## config.mk

```make
export PLATFORM = sky130hd
export DESIGN_NAME = sys_timers
export DESIGN_NICKNAME = d
export VERILOG_FILES = /design/src/logic/sys_timers_pkg.sv /design/src/logic/sys_timers.sv
export SDC_FILE = /design/constraint.sdc
export NUM_CORES = 1
export LEC_CHECK = 0
export ABC_CLOCK_PERIOD_IN_PS = 3000
export BUFFER_PORTS_ARGS = -buffer_cell sky130_fd_sc_hd__buf_2
export CORE_MARGIN = 2
export CORE_UTILIZATION = 58
export DETAILED_ROUTE_END_ITERATION = 7
export HOLD_SLACK_MARGIN = 0.05
export PLACE_DENSITY = 0.9
export SLEW_MARGIN = 20
export SYNTH_ARGS = -nofsm -noshare
export SYNTH_HDL_FRONTEND = slang
export SYNTH_SLANG_ARGS = --single-unit
```

## constraint.sdc

```tcl
create_clock -name pclk -period 3 [get_ports pclk]
set_input_delay 0.75 -clock pclk [delete_from_list [all_inputs] [get_ports pclk]]
set_output_delay 0.75 -clock pclk [all_outputs]
set_load 0.1 [all_outputs]
```

## src/logic/sys_timers_pkg.sv

```systemverilog
// Package: register map, field positions and reset values of the system timers
package sys_timers_pkg;

    // ----------------------------------------------------------------
    // Register indices (printed offsets; byte address is four times these)
    // ----------------------------------------------------------------
    localparam logic [15:0] timer_four_count_low_idx = 16'h00ac;
    localparam logic [15:0] timer_four_count_high_idx = 16'h00ad;
    localparam logic [15:0] timer_three_count_low_idx = 16'h00ae;
    localparam logic [15:0] timer_three_count_high_idx = 16'h00af;
    localparam logic [15:0] timers_three_four_control_idx = 16'h00cf;
    localparam logic [15:0] timer_five_control_idx = 16'ha068;
    localparam logic [15:0] timer_five_count_low_idx = 16'ha069;
    localparam logic [15:0] timer_five_count_mid_idx = 16'ha06a;
    localparam logic [15:0] timer_five_count_top_idx = 16'ha06b;

    // ----------------------------------------------------------------
    // Shared control register fields
    // ----------------------------------------------------------------
    localparam int fourth_overflow_flag_bit = 7;
    localparam int fourth_reload_select_bit = 6;
    localparam int fourth_run_bit = 5;
    localparam int fourth_irq_enable_bit = 4;
    localparam int third_overflow_flag_bit = 3;
    localparam int third_reload_select_bit = 2;
    localparam int third_run_bit = 1;
    localparam int third_irq_enable_bit = 0;

    // ----------------------------------------------------------------
    // Fifth timer control fields
    // ----------------------------------------------------------------
    localparam int fifth_overflow_flag_bit = 7;
    localparam int fifth_clock_select_hi_bit = 6;
    localparam int fifth_reload_select_bit = 4;
    localparam int fifth_run_bit = 3;
    localparam int fifth_irq_enable_bit = 0;
    localparam logic [7:0] fifth_control_write_mask = 8'hf9;

    // ----------------------------------------------------------------
    // Reset values
    // ----------------------------------------------------------------
    localparam logic [7:0] control_reset = 8'h00;
    localparam logic [15:0] count16_reset = 16'h0000;
    localparam logic [23:0] count24_reset = 24'h000000;

endpackage : sys_timers_pkg

```

## src/logic/sys_timers.sv

```systemverilog
// System timers: two 16-bit timers on pclk and one 24-bit timer, APB register access
// Function
// - Third and fourth timers are 16-bit, reload or free-run, clocked by pclk
// - Fourth overflow flag, bit 7, set on overflow, held until software clears
// - Bit 6 selects auto-reload for fourth timer when 1, free-run when 0
// - Bit 5 makes fourth timer count when set, halts when clear
// - Bit 4 passes fourth timer overflow interrupt when 1
// - Third overflow flag, bit 3, set on overflow, cleared only by software write
// - Bit 2 selects auto-reload for third timer when 1, free-run when 0
// - Bit 1 makes third timer count when set, stops when clear
// - Bit 0 passes third timer overflow interrupt when 1
// - 16-bit count write loads reload value in reload mode, live count otherwise
// - Count byte reads return the live count, no snapshot
// - Fifth timer is 24-bit, free-run or auto-reload
// - Fifth timer counts on its selected clock tick, even in stop or sleep
// - Clock select bits 6:5: 00/01 fast oscillator, 10/11 slow 32k oscillator
// - Fifth overflow flag, bit 7, set on 24-bit overflow, cleared by software
// - Bit 4 selects auto-reload for fifth timer when 1, free-run when 0
// - Bit 3 runs fifth timer; bits 2 and 1 unused
// - Bit 0 passes fifth timer overflow interrupt when 1
// - 24-bit count write loads reload value in reload mode, live count otherwise
module sys_timers (
    // Clock and reset
    input wire logic pclk,
    input wire logic presetn,
    // APB slave
    input wire logic psel,
    input wire logic penable,
    input wire logic pwrite,
    input wire logic [31:0] paddr,
    input wire logic [31:0] pwdata,
    output logic [31:0] prdata,
    output logic pready,
    output logic pslverr,
    // Fifth timer clock source ticks, one pclk cycle each
    input wire logic fast_internal_oscillator,
    input wire logic slow_oscillator_32k,
    // Overflow interrupt requests
    output logic third_irq,
    output logic fourth_irq,
    output logic fifth_irq
);

    // ----------------------------------------------------------------
    // Registers
    // ----------------------------------------------------------------
    logic [7:0] ctl34_q;
    logic [7:0] ctl5_q;
    logic [15:0] cnt3_q;
    logic [15:0] cnt4_q;
    logic [23:0] cnt5_q;
    logic [15:0] rld3_q;
    logic [15:0] rld4_q;
    logic [23:0] rld5_q;
    logic [31:0] prdata_q;

    // ----------------------------------------------------------------
    // Bus decode
    // ----------------------------------------------------------------
    logic acc;
    logic wr;
    logic [15:0] idx;
    logic hit;
    logic [7:0] wb;
    logic [7:0] rd_d;
    logic bad;

    assign acc = psel && penable;
    assign wr = acc && pwrite;
    assign idx = paddr[17:2];
    assign wb = pwdata[7:0];
    // Zero-wait slave; pready is held high so every access completes in two cycles
    assign pready = 1'b1;
    assign prdata = prdata_q;

    always_comb begin
        hit = 1'b1;
        rd_d = 8'h00;
        unique case (idx)
            sys_timers_pkg::timer_four_count_low_idx: rd_d = cnt4_q[7:0];
            sys_timers_pkg::timer_four_count_high_idx: rd_d = cnt4_q[15:8];
            sys_timers_pkg::timer_three_count_low_idx: rd_d = cnt3_q[7:0];
            sys_timers_pkg::timer_three_count_high_idx: rd_d = cnt3_q[15:8];
            sys_timers_pkg::timers_three_four_control_idx: rd_d = ctl34_q;
            sys_timers_pkg::timer_five_control_idx: rd_d = ctl5_q;
            sys_timers_pkg::timer_five_count_low_idx: rd_d = cnt5_q[7:0];
            sys_timers_pkg::timer_five_count_mid_idx: rd_d = cnt5_q[15:8];
            sys_timers_pkg::timer_five_count_top_idx: rd_d = cnt5_q[23:16];
            default: hit = 1'b0;
        endcase
    end

    // Unmapped or misaligned words answer with an error and read zero
    assign bad = paddr[1:0] != 2'b00 || paddr[31:18] != 14'h0000;
    assign pslverr = acc && (!hit || bad);

    always_ff @(posedge pclk or negedge presetn) begin
        if (!presetn) begin
            prdata_q <= 32'h00000000;
        end else if (psel && !penable && !pwrite) begin
            // Masked so a misaligned read cannot alias a live register
            prdata_q <= {24'h000000, bad ? 8'h00 : rd_d};
        end
    end

    logic wok;
    assign wok = wr && !pslverr;

    // ----------------------------------------------------------------
    // Per-byte write strobes
    // ----------------------------------------------------------------
    logic w_c34;
    logic w_c5;
    logic [1:0] w3;
    logic [1:0] w4;
    logic [2:0] w5;

    assign w_c34 = wok && idx == sys_timers_pkg::timers_three_four_control_idx;
    assign w_c5 = wok && idx == sys_timers_pkg::timer_five_control_idx;
    assign w3 = {wok && idx == sys_timers_pkg::timer_three_count_high_idx,
                 wok && idx == sys_timers_pkg::timer_three_count_low_idx};
    assign w4 = {wok && idx == sys_timers_pkg::timer_four_count_high_idx,
                 wok && idx == sys_timers_pkg::timer_four_count_low_idx};
    assign w5 = {wok && idx == sys_timers_pkg::timer_five_count_top_idx,
                 wok && idx == sys_timers_pkg::timer_five_count_mid_idx,
                 wok && idx == sys_timers_pkg::timer_five_count_low_idx};

    // ----------------------------------------------------------------
    // Control fields
    // ----------------------------------------------------------------
    logic run3;
    logic run4;
    logic run5;
    logic rl3;
    logic rl4;
    logic rl5;
    logic tick5;

    assign run3 = ctl34_q[sys_timers_pkg::third_run_bit];
    assign run4 = ctl34_q[sys_timers_pkg::fourth_run_bit];
    assign run5 = ctl5_q[sys_timers_pkg::fifth_run_bit];
    assign rl3 = ctl34_q[sys_timers_pkg::third_reload_select_bit];
    assign rl4 = ctl34_q[sys_timers_pkg::fourth_reload_select_bit];
    assign rl5 = ctl5_q[sys_timers_pkg::fifth_reload_select_bit];
    // The high select bit alone decides, so codes 00/01 and 10/11 are alike
    assign tick5 = ctl5_q[sys_timers_pkg::fifth_clock_select_hi_bit] ?
                   slow_oscillator_32k : fast_internal_oscillator;

    // Overflow: counter at all ones while a count step is taken
    logic ovf3;
    logic ovf4;
    logic ovf5;
    assign ovf3 = run3 && cnt3_q == 16'hffff;
    assign ovf4 = run4 && cnt4_q == 16'hffff;
    assign ovf5 = run5 && tick5 && cnt5_q == 24'hffffff;

    // ----------------------------------------------------------------
    // Shared control register; hardware set wins over software clear
    // ----------------------------------------------------------------
    always_ff @(posedge pclk or negedge presetn) begin
        if (!presetn) begin
            ctl34_q <= sys_timers_pkg::control_reset;
        end else begin
            if (w_c34) begin
                ctl34_q <= wb;
            end
            if (ovf4) begin
                ctl34_q[sys_timers_pkg::fourth_overflow_flag_bit] <= 1'b1;
            end
            if (ovf3) begin
                ctl34_q[sys_timers_pkg::third_overflow_flag_bit] <= 1'b1;
            end
        end
    end

    always_ff @(posedge pclk or negedge presetn) begin
        if (!presetn) begin
            ctl5_q <= sys_timers_pkg::control_reset;
        end else begin
            if (w_c5) begin
                ctl5_q <= wb & sys_timers_pkg::fifth_control_write_mask;
            end
            if (ovf5) begin
                ctl5_q[sys_timers_pkg::fifth_overflow_flag_bit] <= 1'b1;
            end
        end
    end

    // ----------------------------------------------------------------
    // Third timer
    // ----------------------------------------------------------------
    always_ff @(posedge pclk or negedge presetn) begin
        if (!presetn) begin
            cnt3_q <= sys_timers_pkg::count16_reset;
            rld3_q <= sys_timers_pkg::count16_reset;
        end else begin
            if (ovf3) begin
                cnt3_q <= rl3 ? rld3_q : 16'h0000;
            end else if (run3) begin
                cnt3_q <= cnt3_q + 16'h0001;
            end
            // A software write lands last and overrides the count step
            if (w3[0]) begin
                if (rl3) rld3_q[7:0] <= wb;
                else cnt3_q[7:0] <= wb;
            end
            if (w3[1]) begin
                if (rl3) rld3_q[15:8] <= wb;
                else cnt3_q[15:8] <= wb;
            end
        end
    end

    // ----------------------------------------------------------------
    // Fourth timer
    // ----------------------------------------------------------------
    always_ff @(posedge pclk or negedge presetn) begin
        if (!presetn) begin
            cnt4_q <= sys_timers_pkg::count16_reset;
            rld4_q <= sys_timers_pkg::count16_reset;
        end else begin
            if (ovf4) begin
                cnt4_q <= rl4 ? rld4_q : 16'h0000;
            end else if (run4) begin
                cnt4_q <= cnt4_q + 16'h0001;
            end
            if (w4[0]) begin
                if (rl4) rld4_q[7:0] <= wb;
                else cnt4_q[7:0] <= wb;
            end
            if (w4[1]) begin
                if (rl4) rld4_q[15:8] <= wb;
                else cnt4_q[15:8] <= wb;
            end
        end
    end

    // ----------------------------------------------------------------
    // Fifth timer; steps only on ticks of the selected source
    // ----------------------------------------------------------------
    always_ff @(posedge pclk or negedge presetn) begin
        if (!presetn) begin
            cnt5_q <= sys_timers_pkg::count24_reset;
            rld5_q <= sys_timers_pkg::count24_reset;
        end else begin
            if (ovf5) begin
                cnt5_q <= rl5 ? rld5_q : 24'h000000;
            end else if (run5 && tick5) begin
                cnt5_q <= cnt5_q + 24'h000001;
            end
            for (int b = 0; b < 3; b++) begin
                if (w5[b]) begin
                    if (rl5) rld5_q[b*8 +: 8] <= wb;
                    else cnt5_q[b*8 +: 8] <= wb;
                end
            end
        end
    end

    // ----------------------------------------------------------------
    // Interrupt requests
    // ----------------------------------------------------------------
    assign third_irq = ctl34_q[sys_timers_pkg::third_overflow_flag_bit] &&
                       ctl34_q[sys_timers_pkg::third_irq_enable_bit];
    assign fourth_irq = ctl34_q[sys_timers_pkg::fourth_overflow_flag_bit] &&
                        ctl34_q[sys_timers_pkg::fourth_irq_enable_bit];
    assign fifth_irq = ctl5_q[sys_timers_pkg::fifth_overflow_flag_bit] &&
                       ctl5_q[sys_timers_pkg::fifth_irq_enable_bit];
endmodule : sys_timers

```

==> impl_results.md, run 1 <==
* Outcome: finished clean
* Final Skew at 0.00654 ns
* Design area at 8740 um^2
* Setup crit end kind: output pin
* Clk_lat worst skew at 0.43 ns
* HPWL Detailed at 14000 um
* Setup CP Type: primary input to output pin
* Post-synthesis sequential area ratio at 43.8%
* Reg clk slew, reported paths at 0.06 ns
* Port Buffer Count at 58
* DRT Pass-1 Iters at 7
* Pwr dens at 503 nW/um^2
* Footprint of the multi-input gates at 3960 um^2
* Drt drc at 0
* Final wirelength at 21700 um
* CP cell instances: buf_2 > nor4bb_1 > nand2_1 > a2111oi_2 > buf_4 > nor2_2 > buf_4
* Sequential Area at 3350 um^2
* VDD IR max at 0.426 mV
* Root Driver: clkbuf_16
* RePlAce Congestion at 0.969
* Site row count at 41
* Finished Layout Cells at 1018
* EDFF count, synth at 0
* CTS tree: built
* Fill cells at 933
* Crit-path slowest cell: nor4bb_1
* Crit-path most repeated cell: buf_4
* Wire per inst at 21.3 um
* Worst Setup Start Kind: primary input
* Die area at 14100 um^2
* Async S/R FF share, synth at 100%
* Max Root-Sink Buffers at 2
* CTS Sinks at 134
* Min Tclk post-route at 2.91 ns
* RSZ-0062 raised after global routing: false
* Crit path max fanout at 4
* Layout cells sized above 1 at 23.4%
* Largest net degree at the start of global routing at 74
* Final Net Count at 907
* Final setup fails at 0
* Worst path arrival time at 2.16 ns
* Relative slew slack at 47.4%
* Place WS at -0.0134 ns
* Slowest stage delay, CP at 0.37 ns
* Worst EP required at 2.25 ns
* Antenna cell count at 0
* Final Power at 0.00440 W
* Number of global-route vias before repair at 6571
* Number of setup buffers added after CTS at 0
* Max Fclk at 343 MHz
* Static Leak at 3.94 nW
* Hold Violations, Final at 0
* Part of the cycle the worst path needs at 97.1%
* Post-Synthesis Cells at 778
* Max-cap check violation count at 0
* Worst Hold Slack at 0.229 ns
* Inst Count DP at 986
* CTS H-Tree Depth at 4
* Max Slew Vio Count at 0
* Hold crit path type: primary input to asynchronous set/reset pin
* Avg Cell Area, Syn at 9.83 um^2
* Initial Util at 59.9%
* Post-Syn Area at 7650 um^2
* Post-route antenna net violation count at 0
* Num CTS Buffers at 17
* Most common cell after layout, fill and taps aside: dfrtp_1
* Global-route wire length before repair at 34500 um
* Initial antenna violation count at 0
* DIE HEIGHT at 119 um
* Yosys cell types at 57
* Top-level port count at 108
* Total gr overflow at 0
* FF+latch count, synth at 134
* Area Growth Syn to Fin at 14.3%
* DIE WIDTH at 119 um
* Yosys Warn Count at 0
* Most frequent cells in the layout: dfrtp_1 (134), nor2_1 (74), a21oi_1 (59), mux2_2 (59)
* Core area at 12800 um^2
* Initial drt markers at 972
* Post-synth top flop: dfrtp_1
* DP Area at 8090 um^2
* Via density at 6.58
* Via count at 6695
* All-Layer GR Usage at 31.6%
* Worst Tran Pin Value at 0.787 ns
* Setup ws final at 0.0869 ns
[area by class of cell]
cell class	count	share of cell area [%]
flip-flops and latches	134	38.4
well taps	172	2.46
clock inverters	8	1.63
clock buffers	24	5.74
inverters	7	0.301
repair buffers	89	6.23
multi-input cells	584	45.3
[Yosys cell counts (13+ instances only)]
master      n  area share (%)
nand3_1    32             2.1
nor2_1     75             3.7
dfrtp_1   134              44
clkbuf_1   28             1.4
mux2i_1    15             2.0
buf_4      26             2.6
xnor2_1    37             4.2
a21oi_1    59             3.9
nand4_1    31             2.5
o21ai_0    23             1.5
mux2_2     59             8.7
a31oi_1    15             1.2
and3_1     13             1.1
nand2_1    56             2.7
buf_2      19             1.2
[registers in the layout (all words and copies together) (netlist names)]
register  cells
prdata        8
rld5_q       24
ctl5_q        6
cnt5_q       24
rld3_q       16
rld4_q       16
cnt4_q       16
ctl34_q       8
cnt3_q       16
[critical path, delay by kind of cell]
family / cells / cell delay [ns]
simple gates: 3 / 0.56
buf+inv: 3 / 0.50
compound gates: 1 / 0.34
[final timing paths]
kind | start | to | slack, ns | cells past startpoint
hold reg to reg | rld4_q[14]$_DFFE_PN0P_ | rld4_q[14]$_DFFE_PN0P_ | 0.49 | 2
setup / recovery | paddr[7] | pslverr | 0.09 | 7
min in group pclk | rld4_q[14]$_DFFE_PN0P_ | rld4_q[14]$_DFFE_PN0P_ | 0.49 | 2
setup reg to reg | cnt4_q[0]$_DFF_PN0_ | cnt4_q[1]$_DFF_PN0_ | 0.59 | 7
hold / removal | presetn | cnt3_q[6]$_DFF_PN0_ | 0.23 | 1
max in group asynchronous | presetn | rld5_q[21]$_DFFE_PN0P_ | 2.03 | 2
[cells by family (layout without fill, tap and decap cells)]
group / Yosys count / after routing / synth area share, %
AOI/OAI and AO/OA: 146 / 146 / 11.8
adders and majority gates: 3 / 3 / 0.491
other: 2 / 25 / 0.0982
DFF: 134 / 134 / 43.8
and+or+nand+nor: 272 / 272 / 18.4
muxes: 90 / 90 / 14.2
xor gates and xnor gates: 48 / 48 / 5.50
buffers and inverters: 83 / 128 / 5.66
[timing repair]
item,in CTS,in global routing
gates resized for setup,1,3
hold buffers,0,0
setup endpoints to repair,1,1
[report_power, final]
group	internal (W)	total, W	switching, W
Sequential	0.00181	0.00181	0.00000313
Clock	0.00150	0.00228	0.000779
Combinational	0.0000493	0.000309	0.000260
Total	0.00336	0.00440	0.00104
[per-layer routing]
metal	GRT usage, %	vias to the layer above	wire, um
met2	50.8	475	10200
met4	13.9	0	820
met3	7.61	85	2340
met5	0	-	0
met1	40.8	3247	8290
li1	-	2888	-
[metrics by stage]
stage | util (%) | setup TNS [ns]
2_1_floorplan | - | 0
3_3_place_gp | 63.3 | 0
3_5_place_dp | 63.3 | -0.0134
4_1_cts | 68.4 | 0
5_1_grt | 68.4 | 0
6_report | 68.4 | 0
(Power assumes the default switching activity.)
==> run 2, diff against run 1 <==
--- a/config.mk
+++ b/config.mk
@@ -7,11 +7,14 @@
 export LEC_CHECK = 0
 export ABC_CLOCK_PERIOD_IN_PS = 3000
 export BUFFER_PORTS_ARGS = -buffer_cell sky130_fd_sc_hd__buf_2
+export CELL_PAD_IN_SITES_DETAIL_PLACEMENT = 1
+export CELL_PAD_IN_SITES_GLOBAL_PLACEMENT = 2
 export CORE_MARGIN = 2
-export CORE_UTILIZATION = 58
+export CORE_UTILIZATION = 38
+export CTS_BUF_LIST = sky130_fd_sc_hd__clkbuf_2
 export DETAILED_ROUTE_END_ITERATION = 7
 export HOLD_SLACK_MARGIN = 0.05
-export PLACE_DENSITY = 0.9
+export PLACE_DENSITY = 0.92
 export SLEW_MARGIN = 20
 export SYNTH_ARGS = -nofsm -noshare
 export SYNTH_HDL_FRONTEND = slang
==> run 2 against run 1 <==
Compared with the run above:
- final cell count grew 10%
- sequential power is essentially flat
- largest cell class unchanged
- critical path depth is the same
- critical endpoint unchanged
==> impl_results.md, run 2 (synthesis results as in run 1) <==
* Initial antenna violation count at 1 (+1)
* Setup ws final at 0.0662 ns (-0.0207 ns)
* Port Buffer Count at 58 (unchanged)
* Hold crit path type: primary input to asynchronous set/reset pin
* CTS Sinks at 134 (unchanged)
* All-Layer GR Usage at 23.0% (-8.6 points)
* Max Fclk at 341 MHz (-0.71%)
* Pwr dens at 398 nW/um^2 (-21%)
* Worst path arrival time at 2.18 ns (+0.02 ns)
* Inst Count DP at 1090 (+11%)
* Die area at 21300 um^2 (+51%)
* Worst Setup Start Kind: primary input
* Worst EP required at 2.25 ns (about the same)
* Crit path max fanout at 2 (-2)
* Final Skew at 0.0271 ns (+0.0206 ns)
* CTS tree: built
* DP Area at 8300 um^2 (+2.6%)
* Outcome: finished clean
* Final setup fails at 0 (unchanged)
* Area Growth Syn to Fin at 13.0%
* VDD IR max at 0.161 mV (-62%)
* DRT Pass-1 Iters at 6 (-1)
* Fill cells at 2259 (+140%)
* Layout cells sized above 1 at 25.2% (+1.8 points)
* Initial Util at 39.0% (-21 points)
* Relative slew slack at 44.1% (-3.3 points)
* Post-route antenna net violation count at 0 (unchanged)
* Finished Layout Cells at 1124 (+10%)
* RePlAce Congestion at 0.869 (-10%)
* Total Neg Setup Slack at 0 ns (unchanged)
* DIE WIDTH at 146 um (+23%)
* Most frequent cells in the layout: dfrtp_1 (134), nor2_1 (74), a21oi_1 (59), mux2_2 (59)
* RSZ-0062 raised after global routing: false
* RR Startpoint: cnt3_q[5]$_DFF_PN0_
* Design area at 8640 um^2 (-1.1%)
* Largest registers: cnt5_q x24, rld5_q x24
* Post-CTS Hold Buffers at 0 (unchanged)
* CTS H-Tree Depth at 4 (unchanged)
* Largest net degree at the start of global routing at 135 (+82%)
* HPWL Detailed at 16300 um (+16%)
* Worst R2R End: cnt3_q[0]$_DFF_PN0_
* Worst reg2reg setup slack at 0.64 ns (+0.05 ns)
* Via count at 6458 (-3.5%)
* Clk_lat worst skew at 0.75 ns (+0.32 ns)
* Reg clk slew, reported paths at 0.20 ns (+0.14 ns)
* Crit-path most repeated cell: buf_4
* Root Driver: clkbuf_2
* Number of global-route vias before repair at 6796 (+3.4%)
* Sequential Area at 3350 um^2 (unchanged)
* Part of the cycle the worst path needs at 97.8% (+0.69 points)
* Global-route wire length before repair at 38200 um (+10%)
* Wire per inst at 21.0 um (-1.3%)
* Site row count at 51 (+24%)
* Origin of the worst setup path: paddr[26]
* Initial drt markers at 430 (-56%)
* Most common cell after layout, fill and taps aside: dfrtp_1
* Final Net Count at 919 (+1.3%)
* Max-cap check violation count at 0 (unchanged)
* Reg2reg path depth at 7 (unchanged)
* Hold Violations, Final at 0 (unchanged)
* Static Leak at 3.86 nW (-2.2%)
* Core area at 19600 um^2 (+53%)
* Num CTS Buffers at 17 (unchanged)
* Place WS at -0.104 ns (-0.0909 ns)
* Via density at 5.75 (-13%)
* Critical path capture point: pslverr
* Setup CP Type: primary input to output pin
* Drt drc at 0 (unchanged)
* Min Tclk post-route at 2.93 ns (+0.0207 ns)
* Footprint of the multi-input gates at 3990 um^2 (+0.85%)
* Final wirelength at 23600 um (+8.9%)
* Setup crit end kind: output pin
* Max Slew Vio Count at 0 (unchanged)
* Worst Tran Pin Value at 0.836 ns (+0.0494 ns)
* Total gr overflow at 0 (unchanged)
* Top-level port count at 108 (unchanged)
* Slowest stage delay, CP at 0.38 ns (about the same)
* Crit-path slowest cell: a2111oi_2
* Max Root-Sink Buffers at 2 (unchanged)
* DIE HEIGHT at 146 um (+23%)
* CP cell instances: buf_2 > nor4_4 > nand4_1 > a2111oi_2 > buf_4 > nor2_2 > buf_4
## run 2: cell types whose count changed in the layout (fill, tap and decap cells not counted), moves of 2 or more
| cell | previous run | this run |
|---|---|---|
| buf_4 | 31 | 42 |
| clkbuf_16 | 17 | 0 |
| clkbuf_8 | 5 | 0 |
| nor4_2 | 0 | 2 |
| nor4_1 | 11 | 8 |
| clkinv_4 | 0 | 5 |
| clkbuf_1 | 2 | 0 |
| inv_6 | 0 | 2 |
| clkbuf_2 | 0 | 17 |
## run 2: cell type report
class | count | area share (%)
Sequential cell | 134 | 38.8
Multi-Input combinational cell | 584 | 46.2
Timing Repair Buffer | 101 | 7.49
Clock buffer | 17 | 0.985
Tap cell | 265 | 3.84
Clock inverter | 15 | 2.36
Inverter | 7 | 0.304
Antenna cell | 1 | 0.0290
## run 2: how the worst min path moves through the flow
stage | end | depth (start not counted)
finish | cnt3_q[5]$_DFF_PN0_ | 2
global route | cnt3_q[5]$_DFF_PN0_ | 2
CTS | cnt5_q[22]$_DFF_PN0_ | 2
detailed placement | rld3_q[10]$_DFFE_PN0P_ | 2
global placement | prdata[2]$_DFFE_PN0P_ | 1
floorplan | cnt3_q[0]$_DFF_PN0_ | 0
## run 2: power breakdown
group / switching [W] / internal (W)
clock: 0.000750 / 0.000556
sequential: 0.00000327 / 0.00181
combinational: 0.000266 / 0.0000494
## run 2: through the flow
step	hold WS, ns	util [%]	power [W]
final	0.0610	44.1	0.00344
after global routing	0.0693	44.1	0.00356
after CTS	0.0744	43.9	0.00345
after detailed placement	0.476	42.4	0.00216
after global placement	0.458	42.4	0.00216
after floorplan	0.450	-	0.00206
## run 2: critical path, delay by kind of cell
kind                   cells  cell delay (ns)
buffers and inverters      3             0.51
and+or+nand+nor            3             0.54
AOI/OAI and AO/OA          1             0.38
## run 2: timing repair
action                                  4_1_cts  5_1_grt
pin swaps                                     0        1
buffers inserted                              0        1
endpoints found under the setup margin        1        1
gates resized for setup                       3        5
## run 2: routing by layer
metal | vias to the layer above | GRT usage (%) | wire length, um
met4 | 0 | 8.14 | 621
met1 | 3307 | 30.2 | 10600
li1 | 2904 | - | -
met5 | - | 0 | 0
met2 | 199 | 37.9 | 11300
met3 | 48 | 4.33 | 1170
